`src/hdl/spic_map.svh`:
```
`ifndef SPIC_MAP_SVH
`define SPIC_MAP_SVH

// ----------------------------------------------------------------------------
// Register byte addresses
// ----------------------------------------------------------------------------
`define SPIC_ADDR_W 4
`define SPIC_ADDR_CTRL 4'h0
`define SPIC_ADDR_UNLOCK 4'h4
`define SPIC_ADDR_STATUS 4'h8

// ----------------------------------------------------------------------------
// Control register fields
// ----------------------------------------------------------------------------
`define SPIC_DIV_HI 10
`define SPIC_DIV_LO 8
`define SPIC_SRC_BIT 7
`define SPIC_RNG_HI 2
`define SPIC_RNG_LO 0
`define SPIC_DIV_LANE 1
`define SPIC_LOW_LANE 0

// ----------------------------------------------------------------------------
// Status register fields
// ----------------------------------------------------------------------------
`define SPIC_ST_UNLOCKED 0
`define SPIC_ST_REF_LOCKED 1
`define SPIC_ST_REF_ACTIVE 2
`define SPIC_ST_RNG_RSVD 3
`define SPIC_ST_COSC_HI 6
`define SPIC_ST_COSC_LO 4

// ----------------------------------------------------------------------------
// Codes and reset values
// ----------------------------------------------------------------------------
`define SPIC_COSC_PLL 3'h1
`define SPIC_RNG_BYPASS 3'h0
`define SPIC_RNG_5_10 3'h1
`define SPIC_RNG_8_16 3'h2
`define SPIC_RNG_13_26 3'h3
`define SPIC_RNG_21_42 3'h4
`define SPIC_RNG_34_64 3'h5
`define SPIC_DIV_BY_ONE 3'h0
`define SPIC_RESP_OKAY 2'h0
`define SPIC_RESP_SLVERR 2'h2
`define SPIC_WORD_ZERO 32'h00000000
`define SPIC_FLAG_ZERO 2'h0

`endif

```
`src/hdl/spic_pkg.sv`:
```
`include "spic_map.svh"

package spic_pkg;

	typedef enum logic [2:0] {
		SPIC_BYPASS = `SPIC_RNG_BYPASS,
		SPIC_R5_10 = `SPIC_RNG_5_10,
		SPIC_R8_16 = `SPIC_RNG_8_16,
		SPIC_R13_26 = `SPIC_RNG_13_26,
		SPIC_R21_42 = `SPIC_RNG_21_42,
		SPIC_R34_64 = `SPIC_RNG_34_64
	} spic_range_type;

	typedef enum logic [1:0] {
		SPIC_UNL_IDLE,
		SPIC_UNL_KEY1,
		SPIC_UNL_OPEN
	} spic_unlock_state_type;

endpackage

```
`src/hdl/spic_sync.sv`:
```
`timescale 1ns/1ps

module spic_sync #(
	parameter int WIDTH = 2
) (
	input wire logic clk_in,
	input wire logic rst_in,
	input wire logic [WIDTH-1:0] async_in,
	output logic [WIDTH-1:0] sync_out
);

	logic [WIDTH-1:0] meta_r;

	// The first stage feeds only the second stage.
	always_ff @(posedge clk_in) begin
		if (rst_in) begin
			meta_r <= '0;
			sync_out <= '0;
		end else begin
			meta_r <= async_in;
			sync_out <= meta_r;
		end
	end

endmodule

```
`src/hdl/spic_ref_div.sv`:
```
`timescale 1ns/1ps
`include "spic_map.svh"

module spic_ref_div #(
	parameter int DIV_W = 3
) (
	input wire logic clk_in,
	input wire logic rst_in,
	input wire logic frc_edge_in,
	input wire logic primary_oscillator_edge_in,
	input wire logic sel_frc_in,
	input wire logic [DIV_W-1:0] div_code_in,
	output logic [DIV_W-1:0] eff_code_out,
	output logic tick_out
);

	logic [DIV_W-1:0] cnt_r;
	logic [DIV_W-1:0] cnt_nxt;
	logic tick_nxt;
	logic [DIV_W-1:0] eff_code;
	logic src_edge;

	assign eff_code = sel_frc_in ? DIV_W'(`SPIC_DIV_BY_ONE) : div_code_in;
	assign src_edge = sel_frc_in ? frc_edge_in : primary_oscillator_edge_in;

	// A shrinking ratio must not strand the count above the new terminal value.
	assign tick_nxt = src_edge && (cnt_r >= eff_code);
	assign cnt_nxt = !src_edge ? cnt_r : (tick_nxt ? '0 : cnt_r + 1'b1);

	always_ff @(posedge clk_in) begin
		if (rst_in) begin
			cnt_r <= '0;
			tick_out <= 1'b0;
			eff_code_out <= '0;
		end else begin
			cnt_r <= cnt_nxt;
			tick_out <= tick_nxt;
			eff_code_out <= eff_code;
		end
	end

endmodule

```
`src/hdl/spic_top.sv`:
```
`timescale 1ns/1ps
`include "spic_map.svh"


module spic_top #(
	parameter logic [31:0] UNLOCK_KEY_A = 32'h5a5a0f0f,
	parameter logic [31:0] UNLOCK_KEY_B = 32'ha5a5f0f0,
	parameter int DIV_W = 3,
	parameter int RNG_W = 3
) (
	input wire logic REF_CLK_IN,
	input wire logic RST_IN,
	input wire logic [`SPIC_ADDR_W-1:0] AVS_ADDRESS_IN,
	input wire logic AVS_READ_IN,
	input wire logic AVS_WRITE_IN,
	input wire logic [31:0] AVS_WRITEDATA_IN,
	input wire logic [3:0] AVS_BYTEENABLE_IN,
	output logic [31:0] AVS_READDATA_OUT,
	output logic AVS_WAITREQUEST_OUT,
	output logic [1:0] AVS_RESPONSE_OUT,
	input wire logic [DIV_W-1:0] CFG_INPUT_DIVIDER_DEFAULT_IN,
	input wire logic CFG_REF_SOURCE_DEFAULT_IN,
	input wire logic [RNG_W-1:0] CFG_RANGE_DEFAULT_IN,
	input wire logic [2:0] CURRENT_SYSCLK_SOURCE_IN,
	input wire logic INTERNAL_FAST_RC_OSC_IN,
	input wire logic PRIMARY_OSCILLATOR_IN,
	output logic REF_SOURCE_SELECT_OUT,
	output logic [DIV_W-1:0] REF_INPUT_DIVIDER_OUT,
	output logic [RNG_W-1:0] PLL_RANGE_OUT,
	output logic PLL_BYPASS_OUT,
	output logic PLL_RANGE_RESERVED_OUT,
	output logic PLL_REF_TICK_OUT
);

	// ------------------------------------------------------------------------
	// Control register state
	// ------------------------------------------------------------------------
	logic [DIV_W-1:0] ref_input_divider_r;
	logic [DIV_W-1:0] ref_input_divider_nxt;
	logic ref_source_select_r;
	logic ref_source_select_nxt;
	logic [RNG_W-1:0] range_r;
	logic [RNG_W-1:0] range_nxt;

	// ------------------------------------------------------------------------
	// Bus, unlock and status state
	// ------------------------------------------------------------------------
	logic ack_r;
	logic [31:0] readdata_r;
	logic [1:0] response_r;
	spic_pkg::spic_unlock_state_type unlock_r;
	spic_pkg::spic_unlock_state_type unlock_nxt;
	logic ref_locked_r;
	logic ref_locked_nxt;
	logic ref_active_r;
	logic ref_active_nxt;
	logic bypass_r;
	logic rsvd_r;

	// ------------------------------------------------------------------------
	// Oscillator sampling
	// ------------------------------------------------------------------------
	logic [1:0] osc_sync;
	logic [1:0] osc_prev_r;
	logic [1:0] osc_rise;
	logic [DIV_W-1:0] eff_code;
	logic ref_tick;

	// ------------------------------------------------------------------------
	// Address decode and bus handshake
	// ------------------------------------------------------------------------
	wire bus_req = AVS_READ_IN | AVS_WRITE_IN;
	wire sel_ctrl = (AVS_ADDRESS_IN == `SPIC_ADDR_CTRL);
	wire sel_unlock = (AVS_ADDRESS_IN == `SPIC_ADDR_UNLOCK);
	wire sel_status = (AVS_ADDRESS_IN == `SPIC_ADDR_STATUS);
	wire sel_hit = sel_ctrl | sel_unlock | sel_status;
	wire wr_done = AVS_WRITE_IN & ack_r;
	wire rd_first = AVS_READ_IN & ~ack_r;
	wire first_cycle = bus_req & ~ack_r;
	wire wr_ctrl = wr_done & sel_ctrl;
	wire wr_unlock = wr_done & sel_unlock;
	wire wr_status = wr_done & sel_status;

	// Every access stalls exactly one cycle so read data can come from a flop.
	assign AVS_WAITREQUEST_OUT = bus_req & ~ack_r;
	assign AVS_READDATA_OUT = readdata_r;
	assign AVS_RESPONSE_OUT = response_r;

	// ------------------------------------------------------------------------
	// Write qualification
	// ------------------------------------------------------------------------
	wire pll_active = (CURRENT_SYSCLK_SOURCE_IN == `SPIC_COSC_PLL);
	wire unlocked = (unlock_r == spic_pkg::SPIC_UNL_OPEN);
	wire refuse_locked = wr_ctrl & ~unlocked;
	wire refuse_active = wr_ctrl & pll_active;
	wire wr_accept = wr_ctrl & ~refuse_locked & ~refuse_active;
	wire lane_div = AVS_BYTEENABLE_IN[`SPIC_DIV_LANE];
	wire lane_low = AVS_BYTEENABLE_IN[`SPIC_LOW_LANE];
	wire key_a = (AVS_WRITEDATA_IN == UNLOCK_KEY_A);
	wire key_b = (AVS_WRITEDATA_IN == UNLOCK_KEY_B);

	// Only an accepted write reaches the fields; byte lanes gate each field.
	assign ref_input_divider_nxt = (wr_accept & lane_div) ?
		AVS_WRITEDATA_IN[`SPIC_DIV_HI:`SPIC_DIV_LO] : ref_input_divider_r;
	assign ref_source_select_nxt = (wr_accept & lane_low) ?
		AVS_WRITEDATA_IN[`SPIC_SRC_BIT] : ref_source_select_r;
	assign range_nxt = (wr_accept & lane_low) ?
		AVS_WRITEDATA_IN[`SPIC_RNG_HI:`SPIC_RNG_LO] : range_r;

	// ------------------------------------------------------------------------
	// Unlock sequence
	// ------------------------------------------------------------------------
	// Key A then key B, as two consecutive writes, opens one control write.
	// Any write elsewhere between the keys, or any control write, closes it.
	always_comb begin
		unlock_nxt = unlock_r;
		case (unlock_r)
			spic_pkg::SPIC_UNL_IDLE: begin
				if (wr_unlock && key_a) begin
					unlock_nxt = spic_pkg::SPIC_UNL_KEY1;
				end
			end
			spic_pkg::SPIC_UNL_KEY1: begin
				if (wr_unlock && key_b) begin
					unlock_nxt = spic_pkg::SPIC_UNL_OPEN;
				end else if (wr_unlock && key_a) begin
					unlock_nxt = spic_pkg::SPIC_UNL_KEY1;
				end else if (wr_done) begin
					unlock_nxt = spic_pkg::SPIC_UNL_IDLE;
				end
			end
			spic_pkg::SPIC_UNL_OPEN: begin
				if (wr_unlock && key_a) begin
					unlock_nxt = spic_pkg::SPIC_UNL_KEY1;
				end else if (wr_unlock || wr_ctrl) begin
					unlock_nxt = spic_pkg::SPIC_UNL_IDLE;
				end
			end
			default: begin
				unlock_nxt = spic_pkg::SPIC_UNL_IDLE;
			end
		endcase
	end

	// ------------------------------------------------------------------------
	// Sticky refusal flags
	// ------------------------------------------------------------------------
	// A refusal in the same cycle as its clear still leaves the flag set.
	wire clr_locked = wr_status & lane_low & AVS_WRITEDATA_IN[`SPIC_ST_REF_LOCKED];
	wire clr_active = wr_status & lane_low & AVS_WRITEDATA_IN[`SPIC_ST_REF_ACTIVE];
	assign ref_locked_nxt = (ref_locked_r & ~clr_locked) | refuse_locked;
	assign ref_active_nxt = (ref_active_r & ~clr_active) | refuse_active;

	// ------------------------------------------------------------------------
	// Range decode
	// ------------------------------------------------------------------------
	wire rng_bypass = (range_r == spic_pkg::SPIC_BYPASS);
	wire rng_valid = (range_r == spic_pkg::SPIC_BYPASS) ||
		(range_r == spic_pkg::SPIC_R5_10) ||
		(range_r == spic_pkg::SPIC_R8_16) ||
		(range_r == spic_pkg::SPIC_R13_26) ||
		(range_r == spic_pkg::SPIC_R21_42) ||
		(range_r == spic_pkg::SPIC_R34_64);

	// ------------------------------------------------------------------------
	// Read multiplexer
	// ------------------------------------------------------------------------
	logic [31:0] ctrl_word;
	logic [31:0] status_word;
	logic [31:0] read_word;

	always_comb begin
		ctrl_word = `SPIC_WORD_ZERO;
		ctrl_word[`SPIC_DIV_HI:`SPIC_DIV_LO] = ref_input_divider_r;
		ctrl_word[`SPIC_SRC_BIT] = ref_source_select_r;
		ctrl_word[`SPIC_RNG_HI:`SPIC_RNG_LO] = range_r;
	end

	always_comb begin
		status_word = `SPIC_WORD_ZERO;
		status_word[`SPIC_ST_UNLOCKED] = unlocked;
		status_word[`SPIC_ST_REF_LOCKED] = ref_locked_r;
		status_word[`SPIC_ST_REF_ACTIVE] = ref_active_r;
		status_word[`SPIC_ST_RNG_RSVD] = rsvd_r;
		status_word[`SPIC_ST_COSC_HI:`SPIC_ST_COSC_LO] = CURRENT_SYSCLK_SOURCE_IN;
	end

	// The key register is write-only so the keys cannot be read back.
	assign read_word = sel_ctrl ? ctrl_word :
		(sel_status ? status_word : `SPIC_WORD_ZERO);

	wire [1:0] resp_word = sel_hit ? `SPIC_RESP_OKAY : `SPIC_RESP_SLVERR;

	// ------------------------------------------------------------------------
	// Bus registers
	// ------------------------------------------------------------------------
	always_ff @(posedge REF_CLK_IN) begin
		if (RST_IN) begin
			ack_r <= 1'b0;
			readdata_r <= `SPIC_WORD_ZERO;
			response_r <= `SPIC_RESP_OKAY;
		end else begin
			ack_r <= first_cycle;
			if (rd_first) begin
				readdata_r <= read_word;
			end
			if (first_cycle) begin
				response_r <= resp_word;
			end
		end
	end

	always_ff @(posedge REF_CLK_IN) begin
		if (RST_IN) begin
			unlock_r <= spic_pkg::SPIC_UNL_IDLE;
			ref_locked_r <= 1'b0;
			ref_active_r <= 1'b0;
		end else begin
			unlock_r <= unlock_nxt;
			ref_locked_r <= ref_locked_nxt;
			ref_active_r <= ref_active_nxt;
		end
	end

	// ------------------------------------------------------------------------
	// Control fields
	// ------------------------------------------------------------------------
	// The reset is synchronous, so the defaults are caught on every reset edge.
	always_ff @(posedge REF_CLK_IN) begin
		if (RST_IN) begin
			ref_input_divider_r <= CFG_INPUT_DIVIDER_DEFAULT_IN;
			ref_source_select_r <= CFG_REF_SOURCE_DEFAULT_IN;
			range_r <= CFG_RANGE_DEFAULT_IN;
		end else begin
			ref_input_divider_r <= ref_input_divider_nxt;
			ref_source_select_r <= ref_source_select_nxt;
			range_r <= range_nxt;
		end
	end

	always_ff @(posedge REF_CLK_IN) begin
		if (RST_IN) begin
			bypass_r <= 1'b0;
			rsvd_r <= 1'b0;
		end else begin
			bypass_r <= rng_bypass;
			rsvd_r <= ~rng_valid;
		end
	end

	assign REF_SOURCE_SELECT_OUT = ref_source_select_r;
	assign PLL_RANGE_OUT = range_r;
	assign PLL_BYPASS_OUT = bypass_r;
	assign PLL_RANGE_RESERVED_OUT = rsvd_r;

	// ------------------------------------------------------------------------
	// Oscillator inputs and reference divider
	// ------------------------------------------------------------------------
	// Edges are counted on the system clock, so each oscillator must run
	// below a quarter of it; faster sources need an analog divider ahead.
	spic_sync #(
		.WIDTH(2)
	) u_osc_sync (
		.clk_in(REF_CLK_IN),
		.rst_in(RST_IN),
		.async_in({PRIMARY_OSCILLATOR_IN, INTERNAL_FAST_RC_OSC_IN}),
		.sync_out(osc_sync)
	);

	always_ff @(posedge REF_CLK_IN) begin
		if (RST_IN) begin
			osc_prev_r <= 2'h0;
		end else begin
			osc_prev_r <= osc_sync;
		end
	end

	genvar gi;
	generate
		for (gi = 0; gi < 2; gi++) begin : g_edge
			assign osc_rise[gi] = osc_sync[gi] & ~osc_prev_r[gi];
		end
	endgenerate

	spic_ref_div #(
		.DIV_W(DIV_W)
	) u_ref_div (
		.clk_in(REF_CLK_IN),
		.rst_in(RST_IN),
		.frc_edge_in(osc_rise[0]),
		.primary_oscillator_edge_in(osc_rise[1]),
		.sel_frc_in(ref_source_select_r),
		.div_code_in(ref_input_divider_r),
		.eff_code_out(eff_code),
		.tick_out(ref_tick)
	);

	assign REF_INPUT_DIVIDER_OUT = eff_code;
	assign PLL_REF_TICK_OUT = ref_tick;

endmodule

```
`config.mk`:
```
export PLATFORM = sky130hd
export DESIGN_NAME = spic_top
export DESIGN_NICKNAME = d
export VERILOG_FILES = /design/src/hdl/spic_pkg.sv /design/src/hdl/spic_sync.sv /design/src/hdl/spic_ref_div.sv /design/src/hdl/spic_top.sv
export VERILOG_INCLUDE_DIRS = /design/src /design/src/hdl
export SDC_FILE = /design/constraint.sdc
export NUM_CORES = 1
export LEC_CHECK = 0
export CORE_ASPECT_RATIO = 1.25
export CORE_MARGIN = 2
export CORE_UTILIZATION = 40
export DETAILED_ROUTE_END_ITERATION = 8
export DONT_BUFFER_PORTS = 1
export GPL_TIMING_DRIVEN = 0
export MAX_ROUTING_LAYER = met4
export SYNTH_ARGS = -nofsm -noshare
export SYNTH_HDL_FRONTEND = slang
export SYNTH_HIERARCHICAL = 1
export SYNTH_SLANG_ARGS = --single-unit
```
`constraint.sdc`:
```
create_clock -name REF_CLK_IN -period 1.9 [get_ports REF_CLK_IN]
set_clock_uncertainty 0.2 [all_clocks]
set_input_delay 0.285 -clock REF_CLK_IN [delete_from_list [all_inputs] [get_ports REF_CLK_IN]]
set_output_delay 0.285 -clock REF_CLK_IN [all_outputs]
set_load 0.01 [all_outputs]
```
==> results of run 1 <==
cells by family after synthesis:
kind of cell / after synthesis / synth area share
simple gates: 99 / 0.315
fa+ha+maj: 4 / 0.0254
flops: 39 / 0.433
buf+inv: 29 / 0.0973
compound gates: 26 / 0.0865
other cells: 1 / 0.00191
mux: 7 / 0.0413
flip-flops by register name, summed over array words and instances, names as in the netlist:
name                    cells
AVS_READDATA_OUT           11
AVS_RESPONSE_OUT            1
PLL_BYPASS_OUT              1
PLL_RANGE_OUT               3
PLL_RANGE_RESERVED_OUT      1
REF_SOURCE_SELECT_OUT       1
ack_r                       1
osc_prev_r                  2
ref_active_r                1
ref_input_divider_r         3
ref_locked_r                1
u_osc_sync/meta_r           2
u_osc_sync/sync_out         2
u_ref_div/cnt_r             3
u_ref_div/eff_code_out      3
u_ref_div/tick_out          1
unlock_r                    2
report_power, final:
group	internal, uW	switching, uW	leakage (uW)
sequential	875	33.3	0.000329
combinational	125	99.6	0.000624
clock	339	286	0.0000496
layout by cell type, fill, tap and decap left out, drive strengths merged, types with 3 or more instances in the layout:
cell type    netlist  layout
nand3              9       9
nor3               6       6
ha                 4       4
a221oi             3       3
nor2b             11      11
edfxtp             7       7
nor4               6       6
nand2             21      21
dfxtp             32      32
nand2b             6       6
buf               23      23
a21oi             12      12
nand4b             3       3
clkbuf             4      11
nor3b              4       4
nor4bb             8       8
mux2               6       6
conb               1      22
dlygate4sd3        0      24
nand4              4       4
nor2              13      13
a21o               3       3
metrics by stage:
stage / cells / util / setup TNS, ps
4_1_cts: 319 / 0.531 / 0
3_3_place_gp: 286 / 0.448 / -184
2_1_floorplan: 226 / - / 0
3_5_place_dp: 286 / 0.448 / -461
5_1_grt: 318 / 0.532 / -264
6_report: 318 / 0.532 / 0
cell usage after synthesis (2+ instances only):
library cell and n:
dfxtp_1 32, buf_4 22, nand2_1 21, nor2_1 13, a21oi_1 12, nor2b_1 11, nand3_1 9, nor4bb_1 8
edfxtp_1 7, mux2_1 6, nand2b_1 6, nor3_1 6, clkbuf_1 4, ha_1 4, nand4_1 4, nor4_1 4
a21o_1 3, a221oi_1 3, nand4b_1 3, a211oi_1 2, a22oi_1 2, and2_1 2, inv_1 2, nor3b_1 2
nor3b_2 2, o21ai_1 2, or4b_1 2
area by class of cell:
type | instances | area share
inverter | 2 | 0.00298
clock buffer | 7 | 0.0388
multi-input combinational | 158 | 0.419
tap | 60 | 0.0298
clock inverter | 1 | 0.00298
timing repair buffer | 24 | 0.0954
buffer | 27 | 0.0731
sequential | 39 | 0.338
per-layer routing:
metal | vias up | global-route usage | part of all wire
li1 | 797 | - | -
met1 | 700 | 0.192 | 0.40
met2 | 76 | 0.299 | 0.50
met3 | 2 | 0.0501 | 0.097
met4 | 0 | 0.0612 | 0.0087
met5 | - | - | 0
worst max-delay path by stage:
| stage | cells past startpoint | slack (ps) | startpoint | to |
|---|---|---|---|---|
| 6_report | 6 | 50 | REF_SOURCE_SELECT_OUT | u_ref_div/cnt_r[1] |
| 5_1_grt | 6 | -100 | REF_SOURCE_SELECT_OUT | u_ref_div/cnt_r[1] |
| 3_5_place_dp | 6 | -60 | REF_SOURCE_SELECT_OUT | u_ref_div/cnt_r[2] |
| 3_3_place_gp | 6 | -50 | REF_SOURCE_SELECT_OUT | u_ref_div/cnt_r[1] |
| 2_1_floorplan | 6 | 100 | REF_SOURCE_SELECT_OUT | u_ref_div/cnt_r[1] |
| 4_1_cts | 6 | 0.3 | REF_SOURCE_SELECT_OUT | u_ref_div/cnt_r[1] |
critical path, stage by stage, from the launching register on:
cell and delay (ps):
edfxtp_1 530, and2b_1 240, ha_1 270, nand2b_4 150
a31oi_4 180, nand3b_1 100, a21oi_1 110
repair_timing:
| item | CTS | global route |
|---|---|---|
| endpoints found under the setup margin | 3 | 4 |
| pin swaps | 1 | 8 |
| hold buffers | 25 | 1 |
| buffers inserted | 0 | 0 |
| hold endpoints to repair | 20 | 1 |
| resized for setup | 4 | 3 |
==> flow_summary.yaml, run 1 <==
worst_hold_path:
  hold_path_depth: 3
  hold_path.class: "input pin to flip-flop"
  hold_end: "unlock_r[0]"
  min_from: "AVS_WRITEDATA_IN[31]"
timing:
  finalHoldViolCount: 1
  fmax_mhz: 539
  hold_ws_ps: -3.40
  final.setup.worst_slack_ps: 45.7
  drv_slew: 0
  min_period_ps: 1850
  rsz0062_at_grt: "true"
  fin_crit_sh: 0.976
  setup_viol: 0
  slew-limit-headroom: 0.645
  worstMarginPinSlew_ps: 530
pwr:
  p_leak_uw: 0.00100
  powerDensity_nw_per_um2: 698
  p_total_uw: 1760
  ir_drop_uv: 227
die:
  io_pins: 101
  die-area_um2: 5500
  start_util: 0.416
  row_count: 28
  die_x_um: 66.7
  die_h_um: 82.4
  coreArea_um2: 4730
layout:
  antenna_cells: 0
  areaGrowthSynthToFinish_pct: 28.0
  fin_area_um2: 2520
  finalNetCount: 317
  ff_latch_area_um2: 851
  drive_gt1_frac: 0.163
  multi_input_comb_area_um2: 1050
  fill_cells: 470
global_routing:
  grt.overflow.total: 0
  antenna_found_initial: 0
  grt_pass1_vias: 1563
  grt_pass1_wl_mm: 6.96
  grt.total_usage: 0.174
  grt_start_max_net_pins: 14
cts:
  htreeDepth: 2
  cts.sinks: 39
  ctsLongestPathBuffers: 2
  path_clk_slew_ps: 80
  root_buffer: "clkbuf_8"
  clkLatencyLatePin_ps: 280
  cts_tree: "done"
  cts-buffers-inserted: 5
synthesis:
  async_reset_ff_frac: 0
  yosysTopAreaCell: "dfxtp_1"
  ys_seq_area_frac: 0.433
  synth_area_um2: 1970
  syn_inst: 205
  synth_flop_cell: "dfxtp_1"
  synthTopCellsByArea: "dfxtp_1 (33%), edfxtp_1 (11%), buf_4 (8.4%)"
  synth_seq_cells: 39
  synth_top_area_share: 0.326
  ys_warn_count: 6
  avgSynthCellArea_um2: 9.59
  synth_cell_type_count: 38
  synth-edff-count: 7
place:
  dpl_cell_area_um2: 2120
  port_buffers: 0
  dp.final_hpwl_mm: 3.36
  dp_worst_setup_slack_ps: -59.2
  globalplace.congestion: 0.794
worst_setup_path:
  r2r_end: "u_ref_div/cnt_r[1]"
  r2r_start: "REF_SOURCE_SELECT_OUT"
  worstPathArrival_ps: 1870
  endpoint_kind: "flip-flop"
  critical_path_class: "flip-flop to flip-flop"
  r2r_cells: 6
  critPathMaxFanout: 6
  crit_required_ps: 1920
  rrSetupSlack_ps: 50
  start_kind: "flip-flop"
outcome:
  status: "finished, violations left"
  failed_checks: "negative hold slack"
routing:
  num_vias: 1575
  first_pass_iters: 4
  drtIter0Drc: 68
  postRouteAntennaNets: 0
  post-route-drc-count: 0
  routedWlPerCell_um: 14.5
  drt_wl_total_mm: 4.60
  vias_per_cell: 4.95
job:
  drv_cap: 0
Note: power is estimated with default switching activity, not from simulation.
==> run 2, diff against run 1 <==
GPL_TIMING_DRIVEN = not set   (was 0)
==> run 2 against run 1 <==
  * Global-route usage fell by 0.40 points
  * Worst setup slack improved by 38 ps
  * Non-clock buffer count fell by 29
  * First-iteration DRC count fell by 19%
  * Combinational power fell by 21%
  * Largest power group unchanged
  * Flip-flop and latch count did not move
  * Cell area fell by 10%
  * The flow now finishes without violations
  * Clock-buffer cell count fell by 1
  * Via count fell by 5.9%
  * Critical path depth fell by 1
  * Critical endpoint is now unlock_r[0]
  * Total power fell by 9.1%
==> flow_summary.yaml, run 2 (synthesis results as in run 1) <==
cts:
  cts.sinks: 39
  path_clk_slew_ps: 80
  cts_tree: "done"
  clkLatencyLatePin_ps: 280
  htreeDepth: 2
  root_buffer: "clkbuf_8"
  cts-buffers-inserted: 5
  ctsLongestPathBuffers: 2
timing:
  drv_slew: 0
  slew-limit-headroom: 0.652
  min_period_ps: 1820
  fin_crit_sh: 0.956
  worstMarginPinSlew_ps: 519
  rsz0062_at_grt: "false"
  fmax_mhz: 550
  setup_viol: 0
  hold_ws_ps: 10.4
  finalSetupTns_ps: 0
  finalHoldViolCount: 0
worst_setup_path:
  r2r_cells: 6
  critical_path_class: "input pin to flip-flop"
  endpoint_kind: "flip-flop"
  start_kind: "input pin"
  worstPathArrival_ps: 1840
  critPathMaxFanout: 2
  crit_required_ps: 1920
die:
  die-area_um2: 5500
  die_x_um: 66.7
  coreArea_um2: 4730
  row_count: 28
  start_util: 0.416
  io_pins: 101
  die_h_um: 82.4
global_routing:
  grt_pass1_vias: 1494
  grt.total_usage: 0.170
  grt_pass1_wl_mm: 6.67
  antenna_found_initial: 0
  grt.overflow.total: 0
  grt_start_max_net_pins: 32
pwr:
  p_total_uw: 1600
  ir_drop_uv: 265
  p_leak_uw: 0.000839
  powerDensity_nw_per_um2: 707
routing:
  drtIter0Drc: 55
  drt_wl_total_mm: 4.23
  post-route-drc-count: 0
  routedWlPerCell_um: 14.7
  num_vias: 1482
  first_pass_iters: 4
  vias_per_cell: 5.13
  postRouteAntennaNets: 0
layout:
  areaGrowthSynthToFinish_pct: 14.9
  largest_register_ffs: 11
  finalNetCount: 288
  mostFrequentLayoutCells: "dfxtp_1 (32), conb_1 (22), nand2_1 (21)"
  antenna_cells: 0
  layout_commonest_cell: "dfxtp_1"
  drive_gt1_frac: 0.0742
place:
  dp.final_hpwl_mm: 3.15
  port_buffers: 0
  globalplace.congestion: 0.808
worst_hold_path:
  hold_path_depth: 1
  hold_path.class: "input pin to flip-flop"
job:
  drv_cap: 0
outcome:
  status: "complete, no violations"
==> run 2: worst max-delay path, cell delays in order <==
cell and delay [ps]:
dlygate4sd3_1 540, nor4bb_1 250, dlygate4sd3_1 580, nand3_1 70
o21ai_1 110
==> run 2: metal layers <==
| layer | global-route usage | share of wire | wire length [um] | up-vias |
|---|---|---|---|---|
| li1 | - | - | - | 738 |
| met1 | 0.188 | 0.39 | 1670 | 663 |
| met2 | 0.286 | 0.50 | 2120 | 77 |
| met3 | 0.0461 | 0.089 | 378 | 4 |
| met4 | 0.0755 | 0.015 | 62 | 0 |
| met5 | - | 0 | 0 | - |
==> run 2: worst paths after layout <==
check	start	end	slack, ps
hold / removal	AVS_WRITEDATA_IN[10]	ref_input_divider_r[2]	10
setup reg to reg	REF_SOURCE_SELECT_OUT	u_ref_div/cnt_r[2]	130
setup / recovery	AVS_WRITEDATA_IN[18]	unlock_r[0]	80
hold reg to reg	u_osc_sync/meta_r[1]	u_osc_sync/sync_out[1]	240
==> run 2: final cells by class <==
cell class	instances	area [um^2]
Fill cell	482	2470
Multi-Input combinational cell	158	1020
Sequential cell	39	851
Timing Repair Buffer	22	223
Tap cell	60	75.1
Clock buffer	6	72.6
Clock inverter	2	7.51
Inverter	2	7.51
==> run 2: what timing repair did <==
item                       in CTS  in global routing
setup buffers                   0                  0
hold buffers                   19                  0
gates resized for setup         0                  2
setup endpoints to repair       0                  3
hold endpoints to repair       32                  0
==> run 2: report_power, final <==
group / internal, uW / switching [uW]
clock network: 250 / 267
logic: 86.1 / 91.0
registers: 875 / 28.2
==> run 2: stage by stage <==
step | utilization | setup WS, ps | cell area, um^2 | std cells
after global placement | 0.414 | 132 | 1960 | 262
final | 0.478 | 83.3 | 2260 | 289
after floorplan | - | 98.4 | 2050 | 226
after detailed placement | 0.414 | 72.3 | 1960 | 262
after CTS | 0.474 | 56.0 | 2240 | 289
after global routing | 0.478 | 4.34 | 2260 | 289
